===== config.mk =====
export PLATFORM = sky130hd
export DESIGN_NAME = iru_top
export DESIGN_NICKNAME = d
export VERILOG_FILES = /design/src/iru_pkg.sv /design/src/iru_adder.sv /design/src/iru_top.sv
export SDC_FILE = /design/constraint.sdc
export NUM_CORES = 1
export LEC_CHECK = 0
export BUFFER_PORTS_ARGS = -buffer_cell sky130_fd_sc_hd__buf_2
export CAP_MARGIN = 10
export CORE_UTILIZATION = 54
export CTS_CLUSTER_SIZE = 30
export DETAILED_ROUTE_END_ITERATION = 8
export GPL_TIMING_DRIVEN = 0
export PLACE_DENSITY = 0.91
export SETUP_SLACK_MARGIN = 0.05
export SLEW_MARGIN = 25
export SYNTH_ARGS = -nofsm -noshare
export SYNTH_HDL_FRONTEND = slang
export SYNTH_SLANG_ARGS = --single-unit

===== constraint.sdc =====
create_clock -name clk_i -period 3.4 [get_ports clk_i]
set_input_delay 0.17 -clock clk_i [delete_from_list [all_inputs] [get_ports clk_i]]
set_output_delay 0.17 -clock clk_i [all_outputs]
set_load 0.02 [all_outputs]

===== src/iru_pkg.sv =====
package iru_pkg;
	// Register offsets on the AHB-Lite slave (byte addresses).
	localparam logic [7:0] IRU_OFF_CMD    = 8'h00;
	localparam logic [7:0] IRU_OFF_BASE   = 8'h04;
	localparam logic [7:0] IRU_OFF_OPER   = 8'h08;
	localparam logic [7:0] IRU_OFF_X      = 8'h0c;
	localparam logic [7:0] IRU_OFF_Y      = 8'h10;
	localparam logic [7:0] IRU_OFF_FLAGS  = 8'h14;
	localparam logic [7:0] IRU_OFF_EA     = 8'h18;
	localparam logic [7:0] IRU_OFF_STATUS = 8'h1c;
	// Field positions of the command register.
	localparam int IRU_CMD_OP_LSB   = 0;
	localparam int IRU_CMD_MODE_LSB = 4;
	localparam int IRU_CMD_REG_BIT  = 8;
	// Field positions of the flags register.
	localparam int IRU_FLAG_C = 0;
	localparam int IRU_FLAG_Z = 1;
	localparam int IRU_FLAG_V = 6;
	localparam int IRU_FLAG_N = 7;
	// Reset values.
	localparam logic [7:0]  IRU_RST_INDEX = 8'h00;
	localparam logic [7:0]  IRU_RST_FLAGS = 8'h00;
	localparam logic [15:0] IRU_RST_BASE  = 16'h0000;
	localparam int IRU_SIGN_BIT = 7;

	// Operations on an index register.
	typedef enum logic [3:0] {
		IRU_OP_NONE = 4'h0,
		IRU_OP_LOAD = 4'h1,
		IRU_OP_INC  = 4'h2,
		IRU_OP_DEC  = 4'h3,
		IRU_OP_EA   = 4'h4
	} iru_op_t;

	// Operand sources of the load and address modes.
	typedef enum logic [2:0] {
		IRU_MODE_IMM   = 3'h0,
		IRU_MODE_ABS   = 3'h1,
		IRU_MODE_ZP    = 3'h2,
		IRU_MODE_ABSIX = 3'h3,
		IRU_MODE_ZPIX  = 3'h4,
		IRU_MODE_INDIR = 3'h5
	} iru_mode_t;

	// Memory request toward the system bus.
	typedef struct packed {
		logic        valid;
		logic [15:0] addr;
	} iru_mem_req_t;

	// Memory answer from the system bus.
	typedef struct packed {
		logic       valid;
		logic [7:0] data;
	} iru_mem_rsp_t;
endpackage


===== src/iru_adder.sv =====
`timescale 1ns/1ns
`default_nettype none
// Effective address adder: the index is added to a base, with a zero-page wrap option.
module iru_adder
	import iru_pkg::*;
#(
	parameter int AW = 16,
	parameter int IW = 8
) (
	// Clock and reset.
	input  wire logic          clk_i,
	input  wire logic          rst_n_i,
	// Operands.
	input  wire logic [AW-1:0] base_i,
	input  wire logic [IW-1:0] index_i,
	input  wire logic          zero_page_i,
	// Result.
	output logic      [AW-1:0] ea_o
);
	logic [AW-1:0] sum;

	// Zero-page sums stay in page zero, so the carry out of the low byte is dropped.
	always_comb begin
		sum = base_i + AW'(index_i); // [RULE_06]
		if (zero_page_i) begin
			sum = {{(AW-IW){1'b0}}, sum[IW-1:0]};
		end
	end

	// The result is registered so the address output is a flip-flop.
	always_ff @(posedge clk_i or negedge rst_n_i) begin
		if (!rst_n_i) begin
			ea_o <= '0;
		end else begin
			ea_o <= sum;
		end
	end
endmodule
`default_nettype wire


===== src/iru_top.sv =====
// Functional notes
// [RULE_01] Load X changes only X, keeps C, V
// [RULE_02] Load X sets Z when byte zero
// [RULE_03] Load X copies bit 7 into N
// [RULE_04] Load X: immediate, abs, zp, abs+Y, zp+Y
// [RULE_05] Index registers are eight bits wide
// [RULE_06] Effective address is base plus index
// [RULE_07] Both indexes increment and decrement by one
// [RULE_08] Decrement from zero wraps to all ones
// [RULE_09] Decrement reaching zero sets the Z flag
// [RULE_10] Decrement X keeps C, V; sets N, Z
// [RULE_11] Increment X wraps all ones to zero
//
// The AHB-Lite interface to the registers and the placing of the registers are this design's own decisions.
`timescale 1ns/1ns
`default_nettype none
module iru_top
	import iru_pkg::*;
#(
	parameter int IW = 8
) (
	// Clock and reset.
	input  wire logic         clk_i,
	input  wire logic         reset_n_i,
	// AHB-Lite slave.
	input  wire logic         hsel_i,
	input  wire logic [31:0]  haddr_i,
	input  wire logic [1:0]   htrans_i,
	input  wire logic         hwrite_i,
	input  wire logic [2:0]   hsize_i,
	input  wire logic [31:0]  hwdata_i,
	input  wire logic         hready_i,
	output logic      [31:0]  hrdata_o,
	output logic              hreadyout_o,
	output logic              hresp_o,
	// System memory bus.
	output iru_mem_req_t      mem_req_o,
	input  wire iru_mem_rsp_t mem_rsp_i
);
	typedef enum logic [1:0] {
		IRU_ST_IDLE  = 2'b00,
		IRU_ST_ADDR  = 2'b01,
		IRU_ST_FETCH = 2'b10,
		IRU_ST_DONE  = 2'b11
	} iru_state_t;

	logic          rst_s1;
	logic          rst_n;
	logic [IW-1:0] x_index;
	logic [IW-1:0] y_index;
	logic [7:0]    flags;
	logic [15:0]   base;
	logic [IW-1:0] oper;
	logic [15:0]   ea;
	logic          err_mode;
	iru_state_t    state;
	iru_op_t       cur_op;
	iru_mode_t     cur_mode;
	logic          cur_sel_y;
	logic          dp_write;
	logic [7:0]    dp_addr;
	logic          start;
	logic          busy;
	logic [IW-1:0] adder_index;
	logic          zp_mode;
	logic          wr_index;
	logic [IW-1:0] next_index;
	logic          wr_base;
	logic          wr_oper;
	logic          wr_flags;
	logic          next_zero;
	logic          next_sign;
	logic [31:0]   next_rdata;

	// Reset is released through two flip-flops so all logic leaves reset together.
	// Assertion stays asynchronous; only the release waits for the clock.
	always_ff @(posedge clk_i or negedge reset_n_i) begin
		if (!reset_n_i) begin
			rst_s1 <= 1'b0;
			rst_n  <= 1'b0;
		end else begin
			rst_s1 <= 1'b1;
			rst_n  <= rst_s1;
		end
	end

	// Decides whether a mode needs a memory fetch before the operand is known.
	function automatic logic iru_needs_fetch(input iru_mode_t m);
		iru_needs_fetch = (m != IRU_MODE_IMM);
	endfunction

	// Decides whether a mode adds an index to the base.
	function automatic logic iru_indexed(input iru_mode_t m);
		iru_indexed = (m == IRU_MODE_ABSIX) || (m == IRU_MODE_ZPIX) || (m == IRU_MODE_INDIR);
	endfunction

	// Decides whether a load may take its operand from this source.
	function automatic logic iru_load_src_ok(input logic [2:0] m);
		iru_load_src_ok = (m <= 3'(IRU_MODE_ZPIX));
	endfunction

	// AHB address phase capture; a write runs in the following data phase.
	always_ff @(posedge clk_i or negedge rst_n) begin
		if (!rst_n) begin
			dp_write <= 1'b0;
			dp_addr  <= 8'h00;
		end else if (hready_i) begin
			dp_write <= hsel_i && htrans_i[1] && hwrite_i;
			dp_addr  <= haddr_i[7:0];
		end
	end

	// The slave never waits and always answers OKAY.
	assign hreadyout_o = 1'b1;
	assign hresp_o     = 1'b0;
	assign start       = dp_write && (dp_addr == IRU_OFF_CMD) && !busy;
	assign busy        = (state != IRU_ST_IDLE);

	// Register write strobes; writes are refused while a command runs, so software
	// cannot move the base or the operand under a fetch in flight.
	assign wr_base  = dp_write && !busy && (dp_addr == IRU_OFF_BASE);
	assign wr_oper  = dp_write && !busy && (dp_addr == IRU_OFF_OPER);
	assign wr_flags = dp_write && !busy && (dp_addr == IRU_OFF_FLAGS);

	// Read data multiplexer; unmapped offsets read zero.
	always_comb begin
		next_rdata = 32'h0000_0000;
		if (haddr_i[7:0] == IRU_OFF_BASE) begin
			next_rdata = {16'h0000, base};
		end else if (haddr_i[7:0] == IRU_OFF_OPER) begin
			next_rdata = {24'h000000, oper};
		end else if (haddr_i[7:0] == IRU_OFF_X) begin
			next_rdata = {24'h000000, x_index};
		end else if (haddr_i[7:0] == IRU_OFF_Y) begin
			next_rdata = {24'h000000, y_index};
		end else if (haddr_i[7:0] == IRU_OFF_FLAGS) begin
			next_rdata = {24'h000000, flags};
		end else if (haddr_i[7:0] == IRU_OFF_EA) begin
			next_rdata = {16'h0000, ea};
		end else if (haddr_i[7:0] == IRU_OFF_STATUS) begin
			next_rdata = {30'h0, err_mode, busy};
		end
	end

	// Read data is registered in the address phase and stands through the data phase.
	always_ff @(posedge clk_i or negedge rst_n) begin
		if (!rst_n) begin
			hrdata_o <= 32'h0000_0000;
		end else if (hready_i && hsel_i && htrans_i[1] && !hwrite_i) begin
			hrdata_o <= next_rdata;
		end
	end

	// Software base address register.
	always_ff @(posedge clk_i or negedge rst_n) begin
		if (!rst_n) begin
			base <= IRU_RST_BASE;
		end else if (wr_base) begin
			base <= hwdata_i[15:0];
		end
	end

	// Operand register: an immediate from software, or the byte that memory returns.
	always_ff @(posedge clk_i or negedge rst_n) begin
		if (!rst_n) begin
			oper <= IRU_RST_INDEX;
		end else if (wr_oper) begin
			oper <= hwdata_i[IW-1:0];
		end else if (state == IRU_ST_FETCH && mem_rsp_i.valid) begin
			oper <= mem_rsp_i.data;
		end
	end

	// Command latch; loads may use only the five sources of RULE_04, so a load from any other source is refused.
	// A refused load leaves both index registers and the flags as they were.
	always_ff @(posedge clk_i or negedge rst_n) begin
		if (!rst_n) begin
			cur_op    <= IRU_OP_NONE;
			cur_mode  <= IRU_MODE_IMM;
			cur_sel_y <= 1'b0;
			err_mode  <= 1'b0;
		end else if (start) begin
			cur_op    <= iru_op_t'(hwdata_i[IRU_CMD_OP_LSB +: 4]);
			cur_mode  <= iru_mode_t'(hwdata_i[IRU_CMD_MODE_LSB +: 3]);
			cur_sel_y <= hwdata_i[IRU_CMD_REG_BIT];
			err_mode  <= (hwdata_i[IRU_CMD_OP_LSB +: 4] == 4'(IRU_OP_LOAD))
				&& !iru_load_src_ok(hwdata_i[IRU_CMD_MODE_LSB +: 3]); // [RULE_04]
		end
	end

	// Sequencer: address add, optional memory fetch, then register write-back.
	// A fetch waits for memory with no limit, so a silent memory keeps the unit busy.
	always_ff @(posedge clk_i or negedge rst_n) begin
		if (!rst_n) begin
			state <= IRU_ST_IDLE;
		end else begin
			case (state)
				IRU_ST_IDLE: begin
					if (start) begin
						state <= IRU_ST_ADDR;
					end
				end
				IRU_ST_ADDR: begin
					if (err_mode) begin
						state <= IRU_ST_IDLE;
					end else if ((cur_op == IRU_OP_LOAD) && iru_needs_fetch(cur_mode)) begin
						state <= IRU_ST_FETCH; // [RULE_04]
					end else begin
						state <= IRU_ST_DONE;
					end
				end
				IRU_ST_FETCH: begin
					if (mem_rsp_i.valid) begin
						state <= IRU_ST_DONE;
					end
				end
				IRU_ST_DONE: begin
					state <= IRU_ST_IDLE;
				end
				default: begin
					state <= IRU_ST_IDLE;
				end
			endcase
		end
	end

	// The load of X is offset by Y; the other index offsets loads of Y.
	assign adder_index = iru_indexed(cur_mode) ? (cur_sel_y ? x_index : y_index) : '0;
	assign zp_mode     = (cur_mode == IRU_MODE_ZP) || (cur_mode == IRU_MODE_ZPIX);

	iru_adder #(
		.AW(16),
		.IW(IW)
	) u_adder (
		.clk_i       (clk_i),
		.rst_n_i     (rst_n),
		.base_i      (base),
		.index_i     (adder_index),
		.zero_page_i (zp_mode),
		.ea_o        (ea)
	);

	// Memory request stands through the fetch state until the answer arrives.
	// The address comes straight from the adder flop, so it never glitches.
	assign mem_req_o.valid = (state == IRU_ST_FETCH);
	assign mem_req_o.addr  = ea;

	// Eight-bit result of the operation; carry out is discarded on both wraps.
	always_comb begin
		next_index = '0;
		wr_index   = 1'b0;
		if (state == IRU_ST_DONE) begin
			case (cur_op)
				IRU_OP_LOAD: begin
					next_index = oper; // [RULE_01]
					wr_index   = 1'b1;
				end
				IRU_OP_INC: begin
					next_index = (cur_sel_y ? y_index : x_index) + IW'(1); // [RULE_11] [RULE_07]
					wr_index   = 1'b1;
				end
				IRU_OP_DEC: begin
					next_index = (cur_sel_y ? y_index : x_index) - IW'(1); // [RULE_08] [RULE_07]
					wr_index   = 1'b1;
				end
				default: begin
					next_index = '0;
					wr_index   = 1'b0;
				end
			endcase
		end
	end

	// Zero and sign of the new value, shared by every operation that writes an index.
	assign next_zero = (next_index == '0);
	assign next_sign = next_index[IRU_SIGN_BIT];

	// Each index register is eight bits; only the selected one is written.
	// A step on Y updates the zero and sign flags the same way as a step on X.
	always_ff @(posedge clk_i or negedge rst_n) begin
		if (!rst_n) begin
			x_index <= IRU_RST_INDEX; // [RULE_05]
			y_index <= IRU_RST_INDEX;
		end else if (wr_index) begin
			if (cur_sel_y) begin
				y_index <= next_index;
			end else begin
				x_index <= next_index; // [RULE_01]
			end
		end
	end

	// Flags: Z and N follow the new index; C and V change only on a software write of the flags register.
	always_ff @(posedge clk_i or negedge rst_n) begin
		if (!rst_n) begin
			flags <= IRU_RST_FLAGS;
		end else if (wr_flags) begin
			flags <= hwdata_i[7:0];
		end else if (wr_index) begin
			flags[IRU_FLAG_Z] <= next_zero; // [RULE_02] [RULE_09] [RULE_10]
			flags[IRU_FLAG_N] <= next_sign; // [RULE_03] [RULE_08] [RULE_10]
		end
	end
endmodule
`default_nettype wire


==> metrics.yaml <==
status:
  status: "completed"
critical_path:
  critPathLaunch: "cur_sel_y"
  path_delay_family: "compound AO/OA/AOI/OAI gates"
  path_class: "register to register"
  worstReg2RegStart: "cur_sel_y"
  path_buf_inv: 1
  cpPeakStageDelay_ns: 0.45
  crit_arrival_ns: 3.42
  startpoint_type: "register"
  crit_chain: "buf_2 > mux2_2 > ha_1 > a21oi_1 > o211ai_1 > a41oi_1 > mux2i_1 > nand3_1 > o41ai_1"
  crit_required_ns: 3.68
  cpMaxStageDelayCell: "buf_2"
  crit_path_max_fanout: 19
  cp-end-kind: "register"
final_layout:
  layout_common_cells: "dfrtp_1 (101), buf_2 (76), nand2_1 (45)"
  final_util: 0.645
  diodes: 0
  final_common_cell: "dfrtp_1"
  syn_to_final_growth_pct: 15.8
  fill_cells: 748
  design_area_um2: 6310
  drive_gt1_frac: 0.258
  fin_nets: 710
power:
  p_sw_frac: 0.256
  total_power_mw: 2.33
  p_sw_uw: 597
  ir_drop_v: 0.000188
  power.internal_mw: 1.73
  combPwrFrac: 0.098
  p_seq_frac: 0.560
  powerDensity_nw_per_um2: 369
  p_leak_nw: 3.21
  p_clk_frac: 0.342
routing:
  wire_per_inst_um: 18.0
  drt_iter0_drc: 277
  first_pass_iters: 5
  ant_nets: 0
  vias: 4439
  via_per_inst: 5.93
  post-route-drc-count: 0
  wirelength_mm: 13.5
timing:
  worst_pin_slew_ns: 0.892
  rsz0062_at_grt: "no"
  min_period_over_period: 0.922
  slew_viol_final: 0
  fin_hold_ws_ns: 0.0134
  fmax_ghz: 0.319
  finalCriticalPeriod_ns: 3.14
  slew_headroom: 0.404
  setup_viol: 0
  timing.final.hold_violations: 0
  fin_skew_ns: 0.00577
  setup_slack_ns: 0.264
cts:
  numCtsBuffers: 9
  clk_path_buf_depth: 2
  cts_tree: "yes"
  path_clk_slew_ns: 0.09
  cts_sinks: 102
  htreeDepth: 3
  post-cts-setup-buffers: 0
  root_buffer: "clkbuf_8"
  clk_latency_ns: 0.38
placed_design:
  numPortBuffers: 71
  dpl-instance-area_um2: 6060
  dp.final_hpwl_mm: 10.1
  place_ws_ns: -0.0821
  place.gp.congestion: 0.861
synthesis:
  syn_inst: 508
  async_reset_ff_frac: 1.00
  synth.distinct_cells: 64
  ys_seq_elements: 102
  synth_edf_count: 0
  synth_area_um2: 5450
  synth_top_flop_cell: "dfrtp_1"
  seq_area_frac_synth: 0.469
  ys.warnings.count: 0
  syn_avg_cell_area_um2: 10.7
min_path:
  hold_start: "hwdata_i[13]"
  min-delay-path-class: "input port to register"
global_route:
  grt_pass1_vias: 4102
  grt_pass1_wl_mm: 21.1
  grt_max_degree: 52
  track_usage: 0.272
  antenna_found_initial: 0
  grt-ovfl-total: 0
floorplan:
  dieWidth_um: 102
  die_h_um: 102
  design.core.area_um2: 9770
  start_util: 0.557
  io_pins: 134
  dieArea_um2: 10500
  fp-row-count: 36
flow_run:
  maxCapViolations: 0
[worst reg2reg max path: cells and delay by family, from the launching register on]
family                     cells  cell delay [ns]
muxes                          2             0.81
AOI/OAI and AO/OA              4             0.96
and+or+nand+nor                1             0.18
adders and majority gates      1             0.32
DFF                            1             0.33
buffers and inverters          1             0.45
[synthesized netlist by cell type (all sizes together) (10+ instances only)]
library cell,number,area share
dfrtp,102,0.47
mux2i,19,0.035
a22oi,11,0.015
nor2,41,0.029
clkbuf,11,0.0078
ha,14,0.032
a22o,12,0.019
nand2,45,0.031
mux2,48,0.10
a21o,11,0.015
o21ai,41,0.038
buf,28,0.036
a21oi,17,0.016
nor3,10,0.013
[kinds of logic after synthesis]
family | share of synthesized area
flip-flops | 0.469
AO/OA/AOI/OAI | 0.160
adder cells (fa/ha/maj) | 0.0395
multiplexers | 0.142
XOR/XNOR | 0.0209
AND/OR/NAND/NOR | 0.119
other | 0.00138
buffers and inverters | 0.0482
[registers in the layout (all words and copies together), names as in the netlist, named ones only]
register	cells
state	1
hrdata_o	16
dp_write	1
cur_op	4
x_index	8
y_index	8
dp_addr	8
err_mode	1
u_adder.ea_o	16
rst_s1	1
oper	8
flags	8
cur_mode	3
cur_sel_y	1
rst_n	1
base	16
[final timing paths]
path	to	slack, ns	cells past startpoint
setup / recovery	flags[1]	0.26	9
hold reg to reg	rst_n	0.36	0
max in group asynchronous	base[1]	2.35	1
setup reg to reg	flags[1]	0.26	9
min in group asynchronous	rst_n	0.09	2
hold / removal	base[13]	0.01	2
[through the flow]
stage	setup TNS (ns)	std cells
global placement	-59.59	729
CTS	0	749
finish	0	749
floorplan	0	525
detailed placement	-0.315	730
global route	0	749
[layout make-up]
type                    instances  area (um^2)  share of cell area
multi-input cells             377         2700               0.428
well taps                     133          166              0.0264
clock buffers                  13          159              0.0252
clock inverters                 3         42.5             0.00675
inverters                       7         26.3             0.00417
flip-flops and latches        102         2560               0.405
repair buffers                 76          423              0.0671
plain buffers                  38          233              0.0369
[repair_timing]
action | 4_1_cts | 5_1_grt
endpoints found under the setup margin | 9 | 0
hold buffers | 4 | 0
gates resized for setup | 1 | 0
endpoints found under the hold margin | 5 | 0
[power groups by stage]
stage | combinational [mW] | clock [mW] | sequential [mW]
4_1_cts | 0.227 | 0.803 | 1.30
2_1_floorplan | 0.134 | 0 | 1.32
3_3_place_gp | 0.199 | 0 | 1.33
5_1_grt | 0.250 | 0.836 | 1.31
3_5_place_dp | 0.222 | 0 | 1.33
6_report | 0.229 | 0.796 | 1.30
[metal layers]
layer,track usage,share of wire,vias to the layer above
met4,0.148,0.034,0
met3,0.0397,0.071,39
met1,0.353,0.42,2153
met5,0,0,-
li1,-,-,2020
met2,0.442,0.48,227
(Power assumes the default switching activity.)
